File: src/dmc_pkg.sv
// dmc_pkg: register map, field layout and state type of one dma channel
// assumes a 16-bit register port with word indices on a 4-bit address
package dmc_pkg;
    localparam int          DW            = 16;
    localparam int          AW            = 4;
    localparam int          CW            = 10;
    localparam int          SW            = 7;
    localparam int          NREQ          = 128;
    localparam int          IW            = 2;
    // register indices
    localparam logic [3:0]  OFS_CTRL      = 4'h0;
    localparam logic [3:0]  OFS_REQ       = 4'h1;
    localparam logic [3:0]  OFS_STA       = 4'h2;
    localparam logic [3:0]  OFS_STB       = 4'h3;
    localparam logic [3:0]  OFS_PAD       = 4'h4;
    localparam logic [3:0]  OFS_CNT       = 4'h5;
    localparam logic [3:0]  OFS_ISTAT     = 4'h6;
    localparam logic [3:0]  OFS_IEN       = 4'h7;
    localparam logic [3:0]  OFS_ICLR      = 4'h8;
    // field positions
    localparam int          CTRL_EN_BIT   = 15;
    localparam int          CTRL_AM_LSB   = 4;
    localparam int          CTRL_MD_LSB   = 0;
    localparam int          REQ_FORCE_BIT = 15;
    localparam int          MD_PP_BIT     = 1;
    localparam int          MD_OS_BIT     = 0;
    localparam int          IRQ_BLK_BIT   = 0;
    localparam int          IRQ_FIN_BIT   = 1;
    // addressing modes
    localparam logic [1:0]  AM_POSTINC    = 2'h0;
    localparam logic [1:0]  AM_NOINC      = 2'h1;
    localparam logic [1:0]  AM_PERIPH     = 2'h2;
    localparam logic [1:0]  AM_RSVD       = 2'h3;
    // operating modes
    localparam logic [1:0]  MD_CONT       = 2'h0;
    localparam logic [1:0]  MD_OS         = 2'h1;
    localparam logic [1:0]  MD_CONT_PP    = 2'h2;
    localparam logic [1:0]  MD_OS_PP      = 2'h3;
    // reset values and address step
    localparam logic [15:0] RST_REG       = 16'h0000;
    localparam logic [15:0] ADDR_STEP     = 16'h0001;

    typedef enum logic [0:0] {ST_IDLE, ST_BUSY} dmc_state_type;
endpackage

File: src/dmc_channel.sv
// dmc_channel: one dma channel, mode and request select, buffer addressing
// assumes requests, transfer done and peripheral address come from logic
// on ref_clk; one transfer in flight at a time
//
// Local design decisions: the address-and-strobe port and the register addresses.
`timescale 1ns/1ps
module dmc_channel (
    // clock and reset
    input  wire logic          ref_clk,
    input  wire logic          sys_rst,
    // register port
    input  wire logic [3:0]    reg_addr,
    input  wire logic [15:0]   reg_wdata,
    input  wire logic          reg_wr,
    input  wire logic          reg_rd,
    output logic      [15:0]   reg_rdata,
    // peripheral side
    input  wire logic [127:0]  peripheral_request_lines,
    input  wire logic [15:0]   periph_ram_addr,
    // transfer engine
    output logic               xfer_valid,
    output logic      [15:0]   ram_addr,
    output logic      [15:0]   periph_addr,
    input  wire logic          xfer_done,
    // status
    output logic               channel_enable_bit,
    output logic               irq
);
    typedef struct packed {
        dmc_pkg::dmc_state_type state;
        logic                   en;
        logic [1:0]             amode;
        logic [1:0]             mode;
        logic                   force_x;
        logic                   fxfer;
        logic [6:0]             sel;
        logic [15:0]            sta;
        logic [15:0]            stb;
        logic [15:0]            pad;
        logic [9:0]             cnt;
        logic [15:0]            cur;
        logic [9:0]             done_n;
        logic                   buf_sel;
        logic [1:0]             istat;
        logic [1:0]             ien;
        logic [15:0]            rdata;
        logic                   xv;
        logic [15:0]            raddr;
        logic                   irq;
    } dmc_st_type;

    dmc_st_type r;
    dmc_st_type n;
    logic       channel_transfer_request;
    logic       pp;
    logic       os;
    logic       last;
    logic [1:0] ev;
    logic [15:0] ctrl_rd;

    always_comb begin
        n = r;
        ev = 2'h0;
        n.xv = 1'b0;
        n.rdata = dmc_pkg::RST_REG;
        channel_transfer_request = peripheral_request_lines[r.sel];
        pp = r.mode[dmc_pkg::MD_PP_BIT];
        os = r.mode[dmc_pkg::MD_OS_BIT];
        last = (r.done_n == r.cnt);
        ctrl_rd = dmc_pkg::RST_REG;
        ctrl_rd[dmc_pkg::CTRL_EN_BIT] = r.en;
        ctrl_rd[dmc_pkg::CTRL_AM_LSB +: 2] = r.amode;
        ctrl_rd[dmc_pkg::CTRL_MD_LSB +: 2] = r.mode;
        case (r.state)
            dmc_pkg::ST_IDLE: begin
                if (r.en && (r.force_x || channel_transfer_request)) begin
                    n.state = dmc_pkg::ST_BUSY;
                    n.xv = 1'b1;
                    // remember who started it, so a force written while a request-started transfer is busy survives the done
                    n.fxfer = r.force_x;
                    if (r.amode[1]) begin
                        n.raddr = periph_ram_addr;
                    end else begin
                        n.raddr = r.cur;
                    end
                end
            end
            dmc_pkg::ST_BUSY: begin
                if (xfer_done) begin
                    n.state = dmc_pkg::ST_IDLE;
                    if (r.fxfer) begin
                        n.force_x = 1'b0;
                    end
                    if (r.amode == dmc_pkg::AM_POSTINC) begin
                        n.cur = r.cur + dmc_pkg::ADDR_STEP;
                    end // other modes keep cur
                    if (last) begin
                        n.done_n = '0;
                        ev[dmc_pkg::IRQ_BLK_BIT] = 1'b1;
                        if (pp) begin
                            n.buf_sel = ~r.buf_sel;
                            n.cur = r.buf_sel ? r.sta : r.stb;
                        end else begin
                            n.cur = r.sta;
                        end
                        if (os && (!pp || r.buf_sel)) begin
                            n.en = 1'b0;
                            ev[dmc_pkg::IRQ_FIN_BIT] = 1'b1;
                        end
                    end else begin
                        n.done_n = r.done_n + 10'h001;
                    end
                end
            end
            default: n.state = dmc_pkg::ST_IDLE;
        endcase
        // software writes after the fsm so a force set beats the hardware clear
        if (reg_wr) begin
            case (reg_addr)
                dmc_pkg::OFS_CTRL: begin
                    n.en = reg_wdata[dmc_pkg::CTRL_EN_BIT];
                    n.amode = reg_wdata[dmc_pkg::CTRL_AM_LSB +: 2];
                    n.mode = reg_wdata[dmc_pkg::CTRL_MD_LSB +: 2];
                    if (!r.en && reg_wdata[dmc_pkg::CTRL_EN_BIT]) begin
                        n.cur = r.sta;
                        n.buf_sel = 1'b0;
                        n.done_n = '0;
                    end
                end
                dmc_pkg::OFS_REQ: begin
                    n.sel = reg_wdata[6:0];
                    if (reg_wdata[dmc_pkg::REQ_FORCE_BIT]) begin
                        n.force_x = 1'b1;
                    end
                end
                dmc_pkg::OFS_STA: begin
                    n.sta = reg_wdata;
                    if (!r.en) begin
                        n.cur = reg_wdata;
                    end
                end
                dmc_pkg::OFS_STB: n.stb = reg_wdata;
                dmc_pkg::OFS_PAD: n.pad = reg_wdata;
                dmc_pkg::OFS_CNT: n.cnt = reg_wdata[9:0];
                dmc_pkg::OFS_IEN: n.ien = reg_wdata[1:0];
                dmc_pkg::OFS_ICLR: n.istat = r.istat & ~reg_wdata[1:0];
                default: n.en = n.en;
            endcase
        end
        // a new event wins over a clear in the same cycle
        n.istat = n.istat | ev;
        n.irq = |(n.istat & n.ien);
        if (reg_rd) begin
            case (reg_addr)
                dmc_pkg::OFS_CTRL: n.rdata = ctrl_rd;
                dmc_pkg::OFS_REQ: n.rdata = {r.force_x, 8'h00, r.sel};
                dmc_pkg::OFS_STA: n.rdata = r.cur;
                dmc_pkg::OFS_STB: n.rdata = r.cur;
                dmc_pkg::OFS_PAD: n.rdata = r.pad;
                dmc_pkg::OFS_CNT: n.rdata = {6'h00, r.cnt};
                dmc_pkg::OFS_ISTAT: n.rdata = {14'h0, r.istat};
                dmc_pkg::OFS_IEN: n.rdata = {14'h0, r.ien};
                default: n.rdata = dmc_pkg::RST_REG;
            endcase
        end
    end

    always_ff @(posedge ref_clk) begin
        if (sys_rst) begin
            r <= '0;
        end else begin
            r <= n;
        end
    end

    assign reg_rdata = r.rdata;
    assign xfer_valid = r.xv;
    assign ram_addr = r.raddr;
    assign periph_addr = r.pad;
    assign channel_enable_bit = r.en;
    assign irq = r.irq;

    logic wr_force;
    assign wr_force = reg_wr && (reg_addr == dmc_pkg::OFS_REQ) && reg_wdata[dmc_pkg::REQ_FORCE_BIT];
endmodule

File: config.mk
export PLATFORM = sky130hd
export DESIGN_NAME = dmc_channel
export DESIGN_NICKNAME = d
export VERILOG_FILES = /design/src/dmc_pkg.sv /design/src/dmc_channel.sv
export SDC_FILE = /design/constraint.sdc
export NUM_CORES = 1
export LEC_CHECK = 0
export ABC_AREA = 1
export ABC_CLOCK_PERIOD_IN_PS = 2650
export BUFFER_PORTS_ARGS = -buffer_cell sky130_fd_sc_hd__buf_2
export CAP_MARGIN = 20
export CORE_ASPECT_RATIO = 0.6
export CORE_MARGIN = 5
export CORE_UTILIZATION = 50
export DETAILED_ROUTE_END_ITERATION = 12
export GPL_TIMING_DRIVEN = 0
export PLACE_DENSITY = 0.76
export SLEW_MARGIN = 20
export SYNTH_ARGS = -nofsm -noshare
export SYNTH_HDL_FRONTEND = slang
export SYNTH_SLANG_ARGS = --single-unit
File: constraint.sdc
create_clock -name ref_clk -period 2.65 [get_ports ref_clk]
set_clock_uncertainty 0.2 [all_clocks]
set_input_delay 0.265 -clock ref_clk [delete_from_list [all_inputs] [get_ports ref_clk]]
set_output_delay 0.265 -clock ref_clk [all_outputs]
set_load 0.02 [all_outputs]
Yosys cells after proc, flatten, opt, wreduce, memory -nomap -nowiden
Index checks and enable logic that the tools add are counted. Widths: inputs -> output; s select.

Input bits: 169. Word-level logic and storage cells: 98. Memories: 0. Memory bits (writable): 0. Flip-flop bits (word level): 138. Bits in latches: 0. Output and inout bits: 51. Memory bits (read-only): 0.

Equal/unequal tests: 9. Add/sub/neg operators: 2. Reductions and logical operators: 20. Bitwise logic cells: 7. Divide/modulo/power cells: 0. Multiply operators: 0. $lt $le $gt $ge: 1. Shift operators: 0. Muxes and demuxes: 39.

Operators with widths (count): $pmux 16 s7 (1); $mux 16 (6); $mux 27 (3); $pmux 16 s2 (1); $mux 31 (1); $mux 17 (1); $add 16x1->16 const B (1); $eq 4x3->1 const B (4); $mux 1 (14); $reduce_and 2->1 (7); $mux 2 (6); $mux 11 (1); $add 10x1->10 const B (1); $eq 10x10->1 (1); $mux 10 (1); $eq 4x2->1 const B (2); $lt 7x8->1 const B (1); $reduce_or 2->1 (4); $bmux 1 s7 (1); $mux 6 (1); $and 2x2->2 (2); $eq 4x1->1 const B (1); $eq 4x4->1 const B (1); $logic_not 4->1 (1); other kinds (9) (15).

Logic depth before layout (Yosys ltp)
Depth in word-level cells: 11. Mapped depth: 18.

Worst setup path before layout
Ideal clock, no wire load.

Kind: reg2reg. From: reg r[124] in the netlist's numbering. To: reg r (netlist bit ram_addr[12]). Slack: 0.700 ns. Cell stages (with the launch flop): 18. Arrival: 1.638 ns. Path through: dfxtp_1 buf_2 inv_2 buf_2 nand3_1 nand3_1 nand2_1 nand2_1 nand3_1 nand3_1 nand2_1 nand2_2 nand3_4 nand2_2 inv_2 buf_6 nor2_2 nor2_2.

Word-level cells in the longest chain between the ends: 5.

RTL lines: start: declaration (line dmc_channel.sv:52) `dmc_st_type r;`; start signal: assignment (line dmc_channel.sv:172) `r <= n;`; $bmux 1 s7 (line dmc_channel.sv:66) `channel_transfer_request = peripheral_request_lines[r.sel];`; $mux 1 (implied by the code) (line dmc_channel.sv:66); $logic_or 1x1->1 (line dmc_channel.sv:76) `if (r.en && (r.force_x || channel_transfer_request)) begin`; $logic_and 1x1->1 (line dmc_channel.sv:76); $reduce_and 2->1 (no line).

No other way between the ends. The select of a mux whose other input is x is not followed. A chain may end at the register's enable or synchronous reset.

Final worst setup path
From: in xfer_done. To: reg r[49] in the netlist's numbering.

Word-level cells in the longest chain between the ends: 5. Elaborated cells on any way between the ends: 6.

RTL lines: start: declaration (line dmc_channel.sv:24) `input wire logic xfer_done,`; $mux 27 * (line dmc_channel.sv:89) `if (xfer_done) begin`; $mux 27 * (line dmc_channel.sv:74) `case (r.state)`; $mux 16 or $mux 27 (tied branches) (line dmc_channel.sv:138, dmc_channel.sv:124); $pmux 16 s2 (line dmc_channel.sv:119) `case (reg_addr)`; $mux 31 * (line dmc_channel.sv:118) `if (reg_wr) begin`.

Mark *: on every way between the ends. The rest lies on a longest branch, timed or not.

==> reports/metrics.csv <==
stage,metric,value,unit
yosys,"Top FF cell, synth",dfxtp_1,
die,Die ar.,0.01947,mm2
grt,largest net degree at the start of global routing,17,
clock_network,CTS Root Cell,clkbuf_16,
clock_network,post-CTS setup buffers,0,
detailed_routing,DRC viols,0,
worst_setup_path,crit-path max FO,10,
clock_network,clock tree sinks,138,
yosys,synth top area cells,"dfxtp_1 33%, nand2_1 15%, nand3_1 10%, o21ai_0 5.9%, a21oi_1 5.7%",
cells_and_area,share of layout cells above drive strength 1,23.51,%
detailed_routing,routed length per instance,17.55,um
die,area of the core,0.01631,mm2
timing,crit share post-route,94.49,%
detailed_routing,final WL,31190,um
yosys,"EDFF count, synth",0,
grt,first-pass GRT wire length,47290,um
timing,max-slew violations,0,
yosys,Synth top area share,33.09,%
clock_network,# H-tree levels,4,
worst_setup_path,largest stage delay on the critical path,0.54,ns
power,PD cells,494.9,mW/mm2
die,FP Rows,36,
outcome,status,finished clean,
worst_setup_path,Worst Path Buf+Inv,5,
grt,Congestion Overflow GR,0,
timing,Least-Margin Pin Slew,0.9824,ns
detailed_routing,detail-routed via count per cell,5.614,
clock_network,CTS tree,built,
yosys,"area leader, netlist",dfxtp_1,
yosys,syn_area_per_cell,6.457,um2
job,maxcap violations,0,
clock_network,Worst-path clk slew,0.06,ns
yosys,Synth cell types,40,
worst_setup_path,WP data arrival,2.59,ns
worst_setup_path,critical path launch point type,input pin,
place,Placement Cell Area,0.009716,mm2
detailed_routing,vias,9976,
worst_setup_path,crit end category,register,
clock_network,clk buf depth,2,
die,# IOs,220,
cells_and_area,fin nets,1707,
detailed_routing,DRT iter0 DRCs,1325,
yosys,mapped cell area,0.008349,mm2
yosys,number of synthesized register bits,138,
yosys,Ys Warns,0,
timing,Tmin final,2.504,ns
power,leakage,0.004612,uW
worst_setup_path,crit-path leading delay family,buffers and inverters,
detailed_routing,drt first pass iters,6,
yosys,Cells after Synth,1293,
power,Peak VDD IR,391.2,uV
timing,number of endpoints failing setup at the final stage,0,
grt,global-route usage over all layers,31.01,%
yosys,post-synthesis sequential area ratio,33.09,%
grt,initial antenna violation count,0,
grt,vias in the first global route,8869,
timing,Final Hold Fails,0,
place,Placer Congestion,0.9844,
die,Starting Density,51.20,%
yosys,Synth Net Count,1465,
worst_hold_path,Tightest Hold Check Type,in2reg,
detailed_routing,ANT nets after route,0,
clock_network,clk_lat worst skew,0.43,ns
worst_setup_path,Slowest cell on crit path,clkbuf_1,
worst_setup_path,WS Path Type,in2reg,
place,IO buf count,216,
worst_setup_path,CP required,2.74,ns
die,Die Y,110.1,um
cells_and_area,Layout area overhead,24.25,%
clock_network,CTS buffer count,17,
yosys,asr flop ratio synth,0,%
timing,RSZ-0062 raised after global routing,no,
die,DIE WIDTH,176.8,um
yosys,most frequent cell after synthesis,nand2_1,
worst_setup_path,cells along the critical path,dlygate4sd3_1 > buf_2 > nand2_1 > inv_1 > clkbuf_1 > clkbuf_2 > o211ai_1 > nand3_1 > a21oi_1,
cells_and_area,design area,0.01037,mm2
timing,TNS Setup,0,ns
timing,normalized max-slew margin,34.26,%
timing,Peak Freq,399.3,MHz
place,dpl hpwl,24370,um
yosys,most instantiated cells after synthesis,"342 x nand2_1, 168 x nand3_1, 138 x dfxtp_1",
## timing repair
item,in CTS,in global routing
endpoints found under the hold margin,11,0
hold buffers,7,0
setup endpoints to repair,0,26
resized for setup,0,4
## worst reg2reg max path: stages, from the launching register on
cell,delay (ns)
dfxtp_1,0.40
inv_1,0.09
nand2_1,0.09
nand4_1,0.11
nor4_2,0.39
nand2_1,0.16
nor2_1,0.23
inv_1,0.28
nand3_1,0.14
o21ai_0,0.11
nand2_1,0.08
a21oi_1,0.06
## cells by family after synthesis
logic type / count (synthesis) / synth area share, %
buf+inv: 244 / 14.66
compound gates: 255 / 17.23
simple gates: 637 / 32.89
fa+ha+maj: 3 / 0.4496
xor+xnor: 16 / 1.678
flops: 138 / 33.09
## registers in the layout (all words and copies together), names as in the netlist
signal	flops
xfer_valid	1
irq	1
channel_enable_bit	1
periph_addr	16
r	83
ctrl_rd	4
reg_rdata	16
ram_addr	16
## final timing paths
path,end,startpoint,slack [ns],cells past startpoint
worst max register to register,r[53],r[47],0.16,11
worst max-delay path,r[49],xfer_done,0.15,9
worst min-delay path,r[117],reg_wdata[10],0.004,3
worst min register to register,r[96],r[96],0.25,2
## area by class of cell
| type | instances | area, um2 |
|---|---|---|
| Clock buffer | 20 | 436.7 |
| Fill cell | 1592 | 5932 |
| Multi-Input combinational cell | 911 | 4369 |
| Tap cell | 228 | 285.3 |
| Sequential cell | 138 | 2763 |
| Buffer | 122 | 768.2 |
| Clock inverter | 12 | 140.1 |
| Timing Repair Buffer | 223 | 1151 |
| Inverter | 122 | 457.9 |
| Antenna cell | 1 | 2.502 |
## per-stage QoR
step | utilization (%) | hold WS (ns) | total power, uW | setup slack, ns | cells
2_1_floorplan | - | 0.1999 | 2494 | 0.7005 | 1293
3_3_place_gp | 59.58 | 0.2386 | 2763 | 0.1132 | 1737
3_5_place_dp | 59.58 | 0.2426 | 2769 | 0.08198 | 1737
4_1_cts | 63.55 | 0.001994 | 5099 | 0.07666 | 1776
5_1_grt | 63.61 | 0.01953 | 5270 | 0.007311 | 1776
6_report | 63.62 | 0.004243 | 5134 | 0.1459 | 1777
## power breakdown
part	switching (uW)	internal, uW	total, uW
clock network	980	1400	2380
logic	402	232	633
registers	20.2	2100	2120
total	1400	3730	5130
## layer usage
layer | global-route usage [%] | wire length [um]
met4 | 6.788 | 505
met3 | 9.714 | 4406
met1 | 47.73 | 14500
met5 | 0 | 0
met2 | 41.63 | 11780
## cell usage in the layout (no fill, tap or decap), types with 8 or more instances in the layout
master	count
nand2_1	342
nor2_2	23
a211oi_1	18
nor3_1	12
inv_1	113
buf_2	231
o211ai_1	13
o22ai_1	12
clkbuf_1	45
o21ai_0	98
nand3_1	168
xor2_1	15
buf_4	49
a21oi_1	95
nor2_1	72
buf_6	14
nand4_1	8
clkbuf_16	17
dfxtp_1	138
Power figures use the tool's default switching activity.
